File: src/oce_cfg.svh
// offsets, field positions and reset values for the otg_line_and_supply_control / event enable bank
// assumes: included by bare name from the package, oce_edge_det and oce_regs
`ifndef OCE_CFG_SVH
`define OCE_CFG_SVH
`define OCE_OTG_WR          6'h0A
`define OCE_OTG_SET         6'h0B
`define OCE_OTG_CLR         6'h0C
`define OCE_RISE_WR         6'h0D
`define OCE_RISE_SET        6'h0E
`define OCE_RISE_CLR        6'h0F
`define OCE_FALL_WR         6'h10
`define OCE_FALL_SET        6'h11
`define OCE_FALL_CLR        6'h12
`define OCE_STATUS          6'h13
`define OCE_LATCH           6'h14
`define OCE_OTG_RST         8'h06
`define OCE_EDGE_RST        8'h1F
`define OCE_SRC_MASK        8'h1F
`define OCE_BIT_ID_SAMPLE   0
`define OCE_BIT_DP_PD       1
`define OCE_BIT_DM_PD       2
`define OCE_BIT_DISCHARGE   3
`define OCE_BIT_ID_GROUNDED      4
`define OCE_BIT_SESSION_ENDED    3
`define OCE_BIT_SESS_OK     2
`define OCE_BIT_BUS_OK      1
`define OCE_BIT_HOST_DET    0
`define OCE_NSRC            5
`endif

File: src/oce_pkg.sv
// types shared by the otg_line_and_supply_control / event enable bank
// assumes: oce_cfg.svh holds the offsets and bit positions; the access codes are set here
`include "oce_cfg.svh"
package oce_pkg;
    typedef struct packed {
        logic       wr;
        logic       rd;
        logic [5:0] addr;
        logic [7:0] wdata;
    } oce_req_t;
    typedef struct packed {
        logic id_grounded;
        logic session_ended;
        logic session_ok;
        logic bus_power_ok;
        logic host_detach;
    } oce_src_t;
    typedef enum logic [1:0] {
        OCE_ACC_WRITE = 2'b00,
        OCE_ACC_SET   = 2'b01,
        OCE_ACC_CLR   = 2'b10,
        OCE_ACC_NONE  = 2'b11
    } oce_acc_t;
endpackage

File: src/oce_edge_det.sv
// per-source edge detector with rise/fall enables
// assumes: src is already synchronised to clk
`timescale 1ns/1ps
`include "oce_cfg.svh"
module oce_edge_det (
    input  wire logic                   clk,
    input  wire logic                   rst,
    input  wire logic [`OCE_NSRC-1:0]   src,
    input  wire logic [`OCE_NSRC-1:0]   rise_en,
    input  wire logic [`OCE_NSRC-1:0]   fall_en,
    output logic      [`OCE_NSRC-1:0]   event_hit
);
    logic [`OCE_NSRC-1:0] prev_ff;
    always_ff @(posedge clk) begin
        if (rst) begin
            prev_ff <= '0;
        end else begin
            prev_ff <= src;
        end
    end
    genvar i;
    generate
        for (i = 0; i < `OCE_NSRC; i = i + 1) begin : g_src
            // a masked direction gives nothing
            assign event_hit[i] = (rise_en[i] & src[i] & ~prev_ff[i])
                                | (fall_en[i] & ~src[i] & prev_ff[i]);
        end
    endgenerate
endmodule

File: src/oce_regs.sv
// otg_line_and_supply_control low bits, rise/fall event enables, live status and event latch
// assumes: one-cycle reg_req from the ulpi register engine on clk, sources from analog pins
// Function
// - otg_line_and_supply_control bit 2 drives the minus line pull-down and resets to one.
// - otg_line_and_supply_control bit 1 drives the plus line pull-down and resets to one.
// - otg_line_and_supply_control bit 0 enables the id pull-up and id sampling and resets to zero.
// - a zero to one change of a source with its rise enable set raises an event.
// - the rise enables read at 0Dh to 0Fh, write at 0Dh, set at 0Eh and clear at 0Fh.
// - rise enable bits 4..0 map id ground, session end, session ok, bus power ok, host detach; 7..5 reserved zero.
// - a one to zero change of a source with its fall enable set raises an event.
// - the fall enables read at 10h to 12h, write at 10h, set at 11h and clear at 12h.
// - fall enable bits use the same mapping as the rise enables with 7..5 reserved.
// - the status at 13h is read-only and shows the live sources in bits 4..0.
// - latch bits at 14h set on enabled edges and clear on a read or in every cycle that low_power is high.
`timescale 1ns/1ps
`include "oce_cfg.svh"
module oce_regs (
    input  wire logic              clk,
    input  wire logic              rst,
    input  wire oce_pkg::oce_req_t reg_req,
    output logic      [7:0]        reg_rdata,
    input  wire logic              low_power,
    input  wire oce_pkg::oce_src_t src_pin,
    output logic                   minus_line_pulldown_en,
    output logic                   plus_line_pulldown_en,
    output logic                   id_line_sample_en,
    output logic                   bus_power_discharge,
    output logic                   event_pulse,
    output logic      [4:0]        event_bits
);
    logic [7:0]           otg_ff;
    logic [7:0]           rise_ff;
    logic [7:0]           fall_ff;
    logic [7:0]           latch_ff;
    logic [7:0]           rdata_ff;
    logic [4:0]           sync1_ff;
    logic [4:0]           sync2_ff;
    logic [4:0]           src_live;
    logic [4:0]           hit;
    logic [7:0]           nxt_otg;
    logic [7:0]           nxt_rise;
    logic [7:0]           nxt_fall;
    logic [7:0]           nxt_rdata;
    oce_pkg::oce_acc_t    acc_otg;
    oce_pkg::oce_acc_t    acc_rise;
    oce_pkg::oce_acc_t    acc_fall;

    // analog comparator outputs are asynchronous to the ulpi clock
    always_ff @(posedge clk) begin
        if (rst) begin
            sync1_ff <= 5'h00;
            sync2_ff <= 5'h00;
        end else begin
            sync1_ff <= src_pin;
            sync2_ff <= sync1_ff;
        end
    end
    assign src_live = sync2_ff;

    function automatic oce_pkg::oce_acc_t decode(input logic [5:0] a, input logic [5:0] base);
        oce_pkg::oce_acc_t r;
        r = oce_pkg::OCE_ACC_NONE;
        if (a == base) begin
            r = oce_pkg::OCE_ACC_WRITE;
        end else if (a == base + 6'h01) begin
            r = oce_pkg::OCE_ACC_SET;
        end else if (a == base + 6'h02) begin
            r = oce_pkg::OCE_ACC_CLR;
        end
        return r;
    endfunction

    function automatic logic [7:0] apply(input oce_pkg::oce_acc_t acc, input logic [7:0] cur,
                                         input logic [7:0] d, input logic [7:0] keep);
        logic [7:0] r;
        r = cur;
        case (acc)
            oce_pkg::OCE_ACC_WRITE: r = d & keep;
            oce_pkg::OCE_ACC_SET:   r = (cur | d) & keep;
            oce_pkg::OCE_ACC_CLR:   r = cur & ~d;
            default:                r = cur;
        endcase
        return r;
    endfunction

    always_comb begin
        acc_otg  = reg_req.wr ? decode(reg_req.addr, `OCE_OTG_WR) : oce_pkg::OCE_ACC_NONE;
        acc_rise = reg_req.wr ? decode(reg_req.addr, `OCE_RISE_WR) : oce_pkg::OCE_ACC_NONE;
        acc_fall = reg_req.wr ? decode(reg_req.addr, `OCE_FALL_WR) : oce_pkg::OCE_ACC_NONE;
        nxt_otg  = apply(acc_otg, otg_ff, reg_req.wdata, 8'hFF);
        // reserved enable bits stay zero
        nxt_rise = apply(acc_rise, rise_ff, reg_req.wdata, `OCE_SRC_MASK);
        nxt_fall = apply(acc_fall, fall_ff, reg_req.wdata, `OCE_SRC_MASK);
    end

    always_ff @(posedge clk) begin
        if (rst) begin
            otg_ff <= `OCE_OTG_RST;
        end else begin
            otg_ff <= nxt_otg;
        end
    end

    always_ff @(posedge clk) begin
        if (rst) begin
            rise_ff <= `OCE_EDGE_RST;
            fall_ff <= `OCE_EDGE_RST;
        end else begin
            rise_ff <= nxt_rise;
            fall_ff <= nxt_fall;
        end
    end

    oce_edge_det u_edge (
        .clk       (clk),
        .rst       (rst),
        .src       (src_live),
        .rise_en   (rise_ff[4:0]),
        .fall_en   (fall_ff[4:0]),
        .event_hit (hit)
    );

    // a new edge in the read cycle survives the clear, so no event is lost
    always_ff @(posedge clk) begin
        if (rst) begin
            latch_ff <= 8'h00;
        end else if ((reg_req.rd && reg_req.addr == `OCE_LATCH) || low_power) begin
            latch_ff <= {3'h0, hit};
        end else begin
            latch_ff <= latch_ff | {3'h0, hit};
        end
    end

    always_ff @(posedge clk) begin
        if (rst) begin
            event_pulse <= 1'b0;
            event_bits  <= 5'h00;
        end else begin
            event_pulse <= |hit;
            event_bits  <= src_live;
        end
    end

    always_comb begin
        nxt_rdata = 8'h00;
        case (reg_req.addr)
            `OCE_OTG_WR, `OCE_OTG_SET, `OCE_OTG_CLR:    nxt_rdata = otg_ff;
            `OCE_RISE_WR, `OCE_RISE_SET, `OCE_RISE_CLR: nxt_rdata = rise_ff;
            `OCE_FALL_WR, `OCE_FALL_SET, `OCE_FALL_CLR: nxt_rdata = fall_ff;
            // undefined upper bits read as zero
            `OCE_STATUS:                                nxt_rdata = {3'h0, src_live};
            `OCE_LATCH:                                 nxt_rdata = latch_ff;
            default:                                    nxt_rdata = 8'h00;
        endcase
    end

    always_ff @(posedge clk) begin
        if (rst) begin
            rdata_ff <= 8'h00;
        end else if (reg_req.rd) begin
            rdata_ff <= nxt_rdata;
        end
    end
    assign reg_rdata = rdata_ff;

    assign minus_line_pulldown_en = otg_ff[`OCE_BIT_DM_PD];
    assign plus_line_pulldown_en  = otg_ff[`OCE_BIT_DP_PD];
    assign id_line_sample_en      = otg_ff[`OCE_BIT_ID_SAMPLE];
    // discharge stays on until the link clears it
    assign bus_power_discharge    = otg_ff[`OCE_BIT_DISCHARGE];
endmodule

File: config.mk
export PLATFORM = sky130hd
export DESIGN_NAME = oce_regs
export DESIGN_NICKNAME = d
export VERILOG_FILES = /design/src/oce_pkg.sv /design/src/oce_edge_det.sv /design/src/oce_regs.sv
export VERILOG_INCLUDE_DIRS = /design/src
export SDC_FILE = /design/constraint.sdc
export NUM_CORES = 1
export LEC_CHECK = 0
export CORE_ASPECT_RATIO = 1.75
export CORE_UTILIZATION = 50
export CTS_CLUSTER_DIAMETER = 120
export CTS_CLUSTER_SIZE = 12
export DETAILED_ROUTE_END_ITERATION = 16
export DONT_BUFFER_PORTS = 1
export PLACE_DENSITY_LB_ADDON = 0.3
export SLEW_MARGIN = 10
export SYNTH_ARGS = -nofsm -noshare
export SYNTH_HDL_FRONTEND = slang
export SYNTH_SLANG_ARGS = --single-unit
File: constraint.sdc
create_clock -name clk -period 3.1 [get_ports clk]
set_clock_uncertainty 0.1 [all_clocks]
set_input_delay 0.465 -clock clk [delete_from_list [all_inputs] [get_ports clk]]
set_output_delay 0.465 -clock clk [all_outputs]
set_load 0.03 [all_outputs]
==> results.sh, run 1 <==
export IMPL_syn_area_sq_um=2460
export IMPL_max_freq_mhz=418
export IMPL_synth_cell_types=39
export IMPL_synth_edff_count=0
export IMPL_drc=0
export IMPL_crit_required_ns=3.21
export IMPL_post_route_util_pct=55.4
export IMPL_drt_wl_total_mm=6.23
export IMPL_setup_violations=0
export IMPL_area_sequential_sq_um=1060
export IMPL_crit_type="in2reg"
export IMPL_synth_area_leaders="dfxtp_1 43%, nor2b_1 5.3%, ha_1 4.6%, a21oi_1 4.5%, a221o_1 4.1%"
export IMPL_drtIter0Drc=116
export IMPL_path_clk_slew_ns=0.10
export IMPL_ant_nets=0
export IMPL_top_layer="met4"
export IMPL_whs_endpoint="latch_ff[4]"
export IMPL_grt_pass1_wl_mm=9.61
export IMPL_cts_root_buf="clkbuf_8"
export IMPL_cts_tree="yes"
export IMPL_min_path_cells=1
export IMPL_die_w_microns=55.0
export IMPL_synth_largest_area_cell="dfxtp_1"
export IMPL_finalCritPeriodShare_pct=77.1
export IMPL_ys_async_sr_fraction_pct=0
export IMPL_syn_nets=307
export IMPL_hold_viol_final=0
export IMPL_status="finished clean"
export IMPL_wl_met3_microns=393
export IMPL_seq_area_frac_synth_pct=43.1
export IMPL_viasPerCell=6.34
export IMPL_cellPowerDensity_nw_per_um2=462
export IMPL_clkSinkCount=53
export IMPL_reg2reg_slack_ns=1.80
export IMPL_antenna_found_initial=0
export IMPL_netlist_top_cells_count="53 x dfxtp_1, 22 x a21oi_1, 21 x nor2b_1"
export IMPL_hold_path_class="in2reg"
export IMPL_p_leak_nw=0.961
export IMPL_numCtsBuffers=5
export IMPL_core_sq_um=4710
export IMPL_synth_most_common_cell="dfxtp_1"
export IMPL_worst_pin_slew_ns=0.503
export IMPL_drive_above_1_share_pct=5.80
export IMPL_cp_start_kind="input pin"
export IMPL_multi_input_area_sq_um=1310
export IMPL_worstPathArrival_ns=2.50
export IMPL_dr_wl_met2_mm=3.25
export IMPL_crit_path_max_fanout=5
export IMPL_hold_buffers=0
export IMPL_relSlewSlack_pct=66.3
export IMPL_tns_ns=0
export IMPL_end_kind="flip-flop"
export IMPL_netlist_instances=274
export IMPL_worstHoldStart="rst"
export IMPL_place_congestion=0.921
export IMPL_grt_max_degree=45
export IMPL_n_antenna_cell=0
export IMPL_io_buffers=0
export IMPL_fp_dieH_microns=94.8
export IMPL_rsz0062_at_grt="false"
export IMPL_pin_count=42
export IMPL_die_area_sq_um=5220
export IMPL_post_cts_buffers=0
export IMPL_dp_hpwl_mm=4.60
export IMPL_synth_area_per_cell_sq_um=8.98
export IMPL_ctsResizeCount=0
export IMPL_htreeDepth=2
export IMPL_firstDrtPassIters=5
export IMPL_r2r_end="event_pulse"
export IMPL_area_delta_synth_final_pct=5.95
export IMPL_wl_per_cell_microns=19.0
export IMPL_maxCapViolCount=0
export IMPL_overflow=0
export IMPL_rows=33
export IMPL_clockBufferDepth=2
export IMPL_timing_final_max_slew_violations=0
export IMPL_synth_ff_type="dfxtp_1"
export IMPL_synth_top_area_share_pct=43.1
export IMPL_ys_warnings_count=0
export IMPL_start_util_pct=52.3
export IMPL_insertion_delay_ns=0.31
export IMPL_total_power_mw=1.20
export IMPL_layout_min_cycle_time_ns=2.39
export IMPL_reg2reg_from="event_bits[1]"
export IMPL_nNetsFinal=308
export IMPL_grt_util_all_layers_pct=26.2
export IMPL_grt_pass1_vias=1994
export IMPL_fillCellCount=467
export IMPL_reg2reg_depth=3
export IMPL_ir_drop_v=0.000359
export IMPL_wl_met1_mm=2.25
export IMPL_ys_ff_latch=53
export IMPL_vias=2081
through the flow:
step	setup slack, ns	area, sq um	hold slack, ns	std cells
2_1_floorplan	0.454	2460	0.314	274
3_3_place_gp	0.423	2510	0.322	320
3_5_place_dp	0.375	2510	0.325	320
4_1_cts	0.710	2610	0.0993	328
5_1_grt	0.612	2610	0.0900	328
6_report	0.709	2610	0.109	328
per-layer routing:
| metal | GRT usage [%] | vias to the layer above |
|---|---|---|
| met1 | 27.1 | 986 |
| met3 | 6.28 | 18 |
| li1 | - | 1013 |
| met2 | 43.8 | 64 |
| met4 | 17.9 | 0 |
| met5 | 0 | - |
critical path, stage by stage:
cell and delay (ns):
or4b_1 0.56, or3b_4 0.44, ha_1 0.33, a21oi_1 0.26, o21ai_0 0.14, a221o_1 0.30
worst max-delay path by stage:
stage / start / end / slack (ns) / depth (start not counted)
after floorplan: reg_req[13] / fall_ff[0] / 0.45 / 7
after global placement: reg_req[13] / fall_ff[1] / 0.42 / 6
after detailed placement: reg_req[13] / fall_ff[1] / 0.37 / 6
after CTS: reg_req[13] / fall_ff[1] / 0.71 / 6
after global routing: reg_req[13] / fall_ff[3] / 0.61 / 6
final: reg_req[13] / fall_ff[1] / 0.71 / 6
state kept, by name (all words and copies together), names as in the netlist:
register and flops:
reg_rdata 8, rise_ff 8, src_live 5, event_bits 5, latch_ff 5, otg_ff 8, event_pulse 1, fall_ff 8
sync1_ff 5
kinds of logic after synthesis:
family	after synthesis	share of synthesized area [%]
AOI/OAI and AO/OA	90	25.3
muxes	6	2.49
buffers and inverters	22	3.46
adders and majority gates	9	4.58
DFF	53	43.1
and+or+nand+nor	94	21.1
cells in the final DEF, fill, tap and decap left out, types with 5 or more instances in the layout:
cell type	Yosys	layout
nor2_1	14	14
a221o_1	10	10
a2bb2oi_1	5	5
a222oi_1	8	8
mux2i_1	5	5
nor2b_1	21	21
nand3_1	7	7
nand2_1	19	19
nor3b_1	5	5
a21oi_1	22	22
nand2b_1	9	9
o21ai_0	19	19
inv_1	11	11
clkbuf_8	0	5
nand3b_1	6	6
ha_1	9	9
dfxtp_1	53	53
a22oi_1	8	8
layout make-up:
| class | instances | area share, % |
|---|---|---|
| multi-input combinational | 199 | 50.4 |
| sequential | 53 | 40.7 |
| clock buffer | 5 | 2.64 |
| tap | 52 | 2.50 |
| inverter | 13 | 1.87 |
| clock inverter | 3 | 1.01 |
| timing repair buffer | 3 | 0.864 |
where the power goes:
| part | switching, mW | total (mW) | internal, mW |
|---|---|---|---|
| sequential | 0.0216 | 0.720 | 0.699 |
| combinational | 0.0391 | 0.0746 | 0.0355 |
| clock | 0.244 | 0.409 | 0.165 |
| total | 0.304 | 1.20 | 0.899 |
No activity file was read; power rests on OpenSTA's default activity.
==> run 2, diff against run 1 <==
==> constraint.sdc (replaced) <==
create_clock -name clk -period 2.1 [get_ports clk]
set_clock_uncertainty 0.1 [all_clocks]
set_input_delay 0.315 -clock clk [delete_from_list [all_inputs] [get_ports clk]]
set_output_delay 0.315 -clock clk [all_outputs]
set_load 0.03 [all_outputs]
==> run 2 against run 1 <==
Compared with the run above:
- combinational power increased by 76%
- critical endpoint unchanged
- global-route usage fell by 0.28 points
- cell area is 6.7% higher
- die area is the same
- critical path depth rose by 1
- sequential share of layout area shrank 2.6 points
- final cell count is 4.3% higher
==> results.sh, run 2 (synthesis gave the netlist of run 1 again) <==
export IMPL_nNetsFinal=322
export IMPL_antenna_found_initial=0
export IMPL_cp_slowest_stage_delay_ns=0.52
export IMPL_fp_dieH_microns=94.8
export IMPL_crit_required_ns=2.20
export IMPL_cellPowerDensity_nw_per_um2=679
export IMPL_drtIter0Drc=90
export IMPL_wl_per_cell_microns=18.5
export IMPL_final_cell_mix="53 x dfxtp_1, 21 x nor2b_1, 20 x a21oi_1, 19 x nand2_1, 16 x buf_4"
export IMPL_area_delta_synth_final_pct=13.1
export IMPL_path_clk_slew_ns=0.10
export IMPL_cp_start_kind="input pin"
export IMPL_setup_violations=0
export IMPL_overflow=0
export IMPL_numCtsBuffers=5
export IMPL_hold_viol_final=0
export IMPL_firstDrtPassIters=5
export IMPL_cts_root_buf="clkbuf_8"
export IMPL_crit_chain="or4b_4 -> buf_4 -> nand2b_1 -> ha_4 -> nand2_1 -> o21ai_1 -> a221o_1"
export IMPL_status="finished clean"
export IMPL_vias=2130
export IMPL_place_congestion=0.874
export IMPL_fillCellCount=423
export IMPL_hold_path_class="in2reg"
export IMPL_drt_wl_total_mm=6.33
export IMPL_end_kind="flip-flop"
export IMPL_ir_drop_v=0.000590
export IMPL_crit_type="in2reg"
export IMPL_grt_util_all_layers_pct=25.9
export IMPL_die_w_microns=55.0
export IMPL_n_antenna_cell=0
export IMPL_pin_count=42
export IMPL_clockBufferDepth=2
export IMPL_rows=33
export IMPL_core_sq_um=4710
export IMPL_p_leak_nw=1.05
export IMPL_maxCapViolCount=0
export IMPL_drive_above_1_share_pct=12.1
export IMPL_crit_path_max_fanout=7
export IMPL_fin_cells=342
export IMPL_pre_cts_ws_ns=-0.228
export IMPL_start_util_pct=52.3
export IMPL_slowest_stage="or4b_4"
export IMPL_io_buffers=0
export IMPL_cts_tree="yes"
export IMPL_max_freq_mhz=496
export IMPL_dp_hpwl_mm=4.68
export IMPL_grt_max_degree=30
export IMPL_dpl_cell_count=333
export IMPL_finalCritPeriodShare_pct=96.0
export IMPL_layout_min_cycle_time_ns=2.02
export IMPL_die_area_sq_um=5220
export IMPL_ant_nets=0
export IMPL_rsz0062_at_grt="false"
export IMPL_grt_pass1_wl_mm=9.49
export IMPL_clkSinkCount=53
export IMPL_viasPerCell=6.23
export IMPL_drc=0
export IMPL_worstPathArrival_ns=2.11
export IMPL_relSlewSlack_pct=29.8
export IMPL_post_cts_buffers=0
export IMPL_worst_pin_slew_ns=1.05
export IMPL_worst_slack_ns=0.0831
export IMPL_insertion_delay_ns=0.31
export IMPL_timing_final_max_slew_violations=0
export IMPL_htreeDepth=2
export IMPL_final_common_cell="dfxtp_1"
export IMPL_grt_pass1_vias=2008
==> run 2: area by class of cell <==
cell class	count	area (sq um)	share of cell area, %
clock inverters	3	46.3	1.66
clock buffers	5	68.8	2.47
inverters	13	48.8	1.75
well taps	52	65.1	2.34
flip-flops and latches	53	1060	38.1
repair buffers	17	130	4.68
multi-input cells	199	1360	48.9
==> run 2: path summary, 6_finish.rpt <==
| check | start | endpoint | slack, ns | depth (start not counted) |
|---|---|---|---|---|
| setup / recovery | reg_req[13] | fall_ff[1] | 0.08 | 7 |
| setup reg to reg | event_bits[4] | event_pulse | 0.76 | 3 |
| hold / removal | rst | fall_ff[0] | 0.005 | 1 |
| hold reg to reg | sync1_ff[4] | src_live[4] | 0.34 | 1 |
==> run 2: critical path: cells and delay by family <==
family	cells	cell delay (ns)
AOI/OAI and AO/OA	2	0.39
and+or+nand+nor	3	0.94
buffers and inverters	1	0.18
adders and majority gates	1	0.29
==> run 2: power breakdown <==
group	switching (mW)	internal, mW
logic	0.0689	0.0619
registers	0.0312	1.03
clock network	0.340	0.357
total	0.440	1.45
==> run 2: timing repair <==
item	in CTS	in global routing
gates resized for setup	0	0
endpoints found under the setup margin	0	0
hold buffers	1	0
endpoints found under the hold margin	29	0
==> run 2: layer usage <==
metal  up-vias  part of all wire (%)  GRT usage (%)
met5         -                     0              0
met4         0                   5.8           15.8
met3        21                   5.1           6.12
met2        63                    51           44.5
met1      1011                    38           26.6
li1       1035                     -              -
==> run 2: metrics by stage <==
step	instance area [sq um]	setup TNS [ns]	util [%]	hold WS (ns)	total power, mW
2_1_floorplan	2510	-1.27	-	0.314	1.18
3_3_place_gp	2660	-0.874	56.4	0.291	1.20
3_5_place_dp	2660	-1.39	56.4	0.291	1.21
4_1_cts	2780	0	59.1	0.00199	1.90
5_1_grt	2780	0	59.1	0.00130	1.95
6_report	2780	0	59.1	0.00522	1.89
==> run 3, diff against run 2 <==
--- a/config.mk
+++ b/config.mk
@@ -6,6 +6,7 @@
 export SDC_FILE = /design/constraint.sdc
 export NUM_CORES = 1
 export LEC_CHECK = 0
+export ABC_AREA = 1
 export CORE_ASPECT_RATIO = 1.75
 export CORE_UTILIZATION = 50
 export CTS_CLUSTER_DIAMETER = 120
==> run 3 against run 2 <==
Compared with the run above:
- the flow now finishes with violations (DRC)
- die area rose by 8.5%
- first-iteration DRC count grew 36%
- final cell count is 31% higher
- fmax is 5.3% higher
- register-to-register slack better by 0.05 ns
- count of clock-buffer cells in the layout is the same
- combinational power grew 27%
- sequential power hardly changed
- total power decreased by 2.4%
- largest cell class unchanged
- via count increased by 18%
- setup slack gained 0.10 ns
- global-route usage up 0.52 points
==> results.sh, run 3 <==
export IMPL_whs_endpoint="reg_rdata[2]"
export IMPL_hold_path_class="in2reg"
export IMPL_grt_util_all_layers_pct=26.4
export IMPL_worstPathArrival_ns=1.97
export IMPL_antenna_found_initial=0
export IMPL_layout_min_cycle_time_ns=1.92
export IMPL_cp_slowest_stage_delay_ns=0.30
export IMPL_netlist_instances=371
export IMPL_crit_path_max_fanout=9
export IMPL_pre_cts_ws_ns=-0.137
export IMPL_insertion_delay_ns=0.31
export IMPL_cts_tree="yes"
export IMPL_start_util_pct=52.8
export IMPL_status="complete, but fails checks"
export IMPL_synth_edff_count=0
export IMPL_hold_viol_final=0
export IMPL_worst_pin_slew_ns=0.421
export IMPL_timing_final_max_slew_violations=0
export IMPL_slowest_stage="ha_1"
export IMPL_cp_top_family="simple AND/OR/NAND/NOR gates"
export IMPL_grt_pass1_vias=2492
export IMPL_vias=2514
export IMPL_cellPowerDensity_nw_per_um2=614
export IMPL_drtIter0Drc=122
export IMPL_max_freq_mhz=522
export IMPL_maxCapViolCount=0
export IMPL_netlist_top_cells_count="86 x nand2_1, 56 x inv_1, 53 x dfxtp_1"
export IMPL_final_common_cell="nand2_1"
export IMPL_overflow=0
export IMPL_cp_depth=12
export IMPL_drc=8
export IMPL_dp_hpwl_mm=5.34
export IMPL_reg2reg_slack_ns=0.81
export IMPL_reg2reg_depth=3
export IMPL_nNetsFinal=426
export IMPL_area_delta_synth_final_pct=12.3
export IMPL_synth_ff_type="dfxtp_1"
export IMPL_fin_area_sq_um=3000
export IMPL_die_area_sq_um=5660
export IMPL_ys_warnings_count=0
export IMPL_synth_cell_types=29
export IMPL_synth_most_common_cell="nand2_1"
export IMPL_tns_ns=0
export IMPL_viasPerCell=5.61
export IMPL_whs_ns=0.0416
export IMPL_r2r_end="event_pulse"
export IMPL_crit_required_ns=2.15
export IMPL_finalCritPeriodShare_pct=91.2
export IMPL_drive_above_1_share_pct=12.2
export IMPL_placed_area_sq_um=2820
export IMPL_relSlewSlack_pct=71.9
export IMPL_clockBufferDepth=2
export IMPL_rsz0062_at_grt="false"
export IMPL_grt_max_degree=36
export IMPL_synth_area_per_cell_sq_um=7.21
export IMPL_n_antenna_cell=0
export IMPL_grt_pass1_wl_mm=11.3
export IMPL_worst_path_buf_inv=3
export IMPL_worstHoldStart="reg_req[14]"
export IMPL_fp_dieH_microns=98.7
export IMPL_wl_per_cell_microns=15.4
export IMPL_htreeDepth=2
export IMPL_setup_violations=0
export IMPL_ys_async_sr_fraction_pct=0
export IMPL_rows=34
export IMPL_synth_top_area_share_pct=39.7
export IMPL_ys_ff_latch=53
export IMPL_synth_largest_area_cell="dfxtp_1"
export IMPL_p_leak_nw=1.33
export IMPL_synth_area_leaders="dfxtp_1 40%, nand2_1 12%, inv_1 7.9%, a21oi_1 5.6%, nor2_1 4.8%"
export IMPL_io_buffers=0
export IMPL_ctsResizeCount=0
export IMPL_ir_drop_v=0.000529
export IMPL_place_congestion=0.891
export IMPL_drt_wl_total_mm=6.88
export IMPL_clkSinkCount=53
export IMPL_path_clk_slew_ns=0.10
export IMPL_dpl_cell_count=432
export IMPL_violations="DRC"
export IMPL_post_cts_buffers=0
export IMPL_crit_chain="inv_1 -> nand2_1 -> nor2_4 -> nand2_1 -> nor3_1 -> inv_1 -> ha_1 -> inv_1 -> nor2_2 -> o221ai_1 -> nand2_1 -> o311ai_0"
export IMPL_core_sq_um=5060
export IMPL_reg2reg_from="event_bits[4]"
export IMPL_firstDrtPassIters=10
export IMPL_syn_area_sq_um=2670
export IMPL_seq_area_frac_synth_pct=39.7
export IMPL_final_cell_mix="86 x nand2_1, 56 x inv_1, 53 x dfxtp_1, 33 x nor2_1, 30 x a21oi_1"
export IMPL_cts_root_buf="clkbuf_8"
export IMPL_fin_cells=448
export IMPL_syn_nets=404
export IMPL_pin_count=42
export IMPL_worst_slack_ns=0.185
export IMPL_min_path_cells=2
export IMPL_ant_nets=0
export IMPL_cp_start_kind="input pin"
export IMPL_crit_type="in2reg"
export IMPL_numCtsBuffers=5
export IMPL_end_kind="flip-flop"
export IMPL_die_w_microns=57.3
## run 3: layout make-up
class / count / area, sq um
sequential: 53 / 1060
multi-input combinational: 250 / 1360
inverter: 61 / 229
tap: 54 / 67.6
timing repair buffer: 22 / 195
clock buffer: 5 / 68.8
fill: 471 / 2060
clock inverter: 3 / 25.0
## run 3: where the power goes
part | internal (mW) | total (mW) | switching, mW
sequential | 1.03 | 1.07 | 0.0363
clock | 0.241 | 0.606 | 0.365
combinational | 0.0627 | 0.167 | 0.105
total | 1.34 | 1.84 | 0.506
## run 3: stage by stage
stage / power (mW) / util (%)
after floorplan: 1.20 / -
after global placement: 1.23 / 55.7
after detailed placement: 1.23 / 55.7
after CTS: 1.85 / 59.1
after global routing: 1.93 / 59.3
final: 1.84 / 59.3
## run 3: layer usage
layer,share of wire [%],global-route usage (%)
met5,0,0
met4,5.8,19.7
met3,5.1,5.38
met2,51,45.4
met1,38,27.5
## run 3: worst max path at each step
stage,slack [ns],endpoint,start
after CTS,0.19,fall_ff[0],reg_req[13]
after floorplan,0.003,rise_ff[0],reg_req[13]
after global routing,0.02,fall_ff[0],reg_req[13]
final,0.18,fall_ff[0],reg_req[13]
after detailed placement,-0.14,fall_ff[0],reg_req[13]
after global placement,-0.04,fall_ff[0],reg_req[13]
## run 3: cell families after synthesis
group	after synthesis	synth area share, %
AND/OR/NAND/NOR	167	27.9
AO/OA/AOI/OAI	74	18.4
buffers and inverters	68	9.73
flip-flops	53	39.7
adder cells (fa/ha/maj)	9	4.21
## run 3: timing repair
action                                 4_1_cts  5_1_grt
hold buffers                                 7        1
endpoints found under the hold margin       35        1
setup endpoints to repair                    0        0
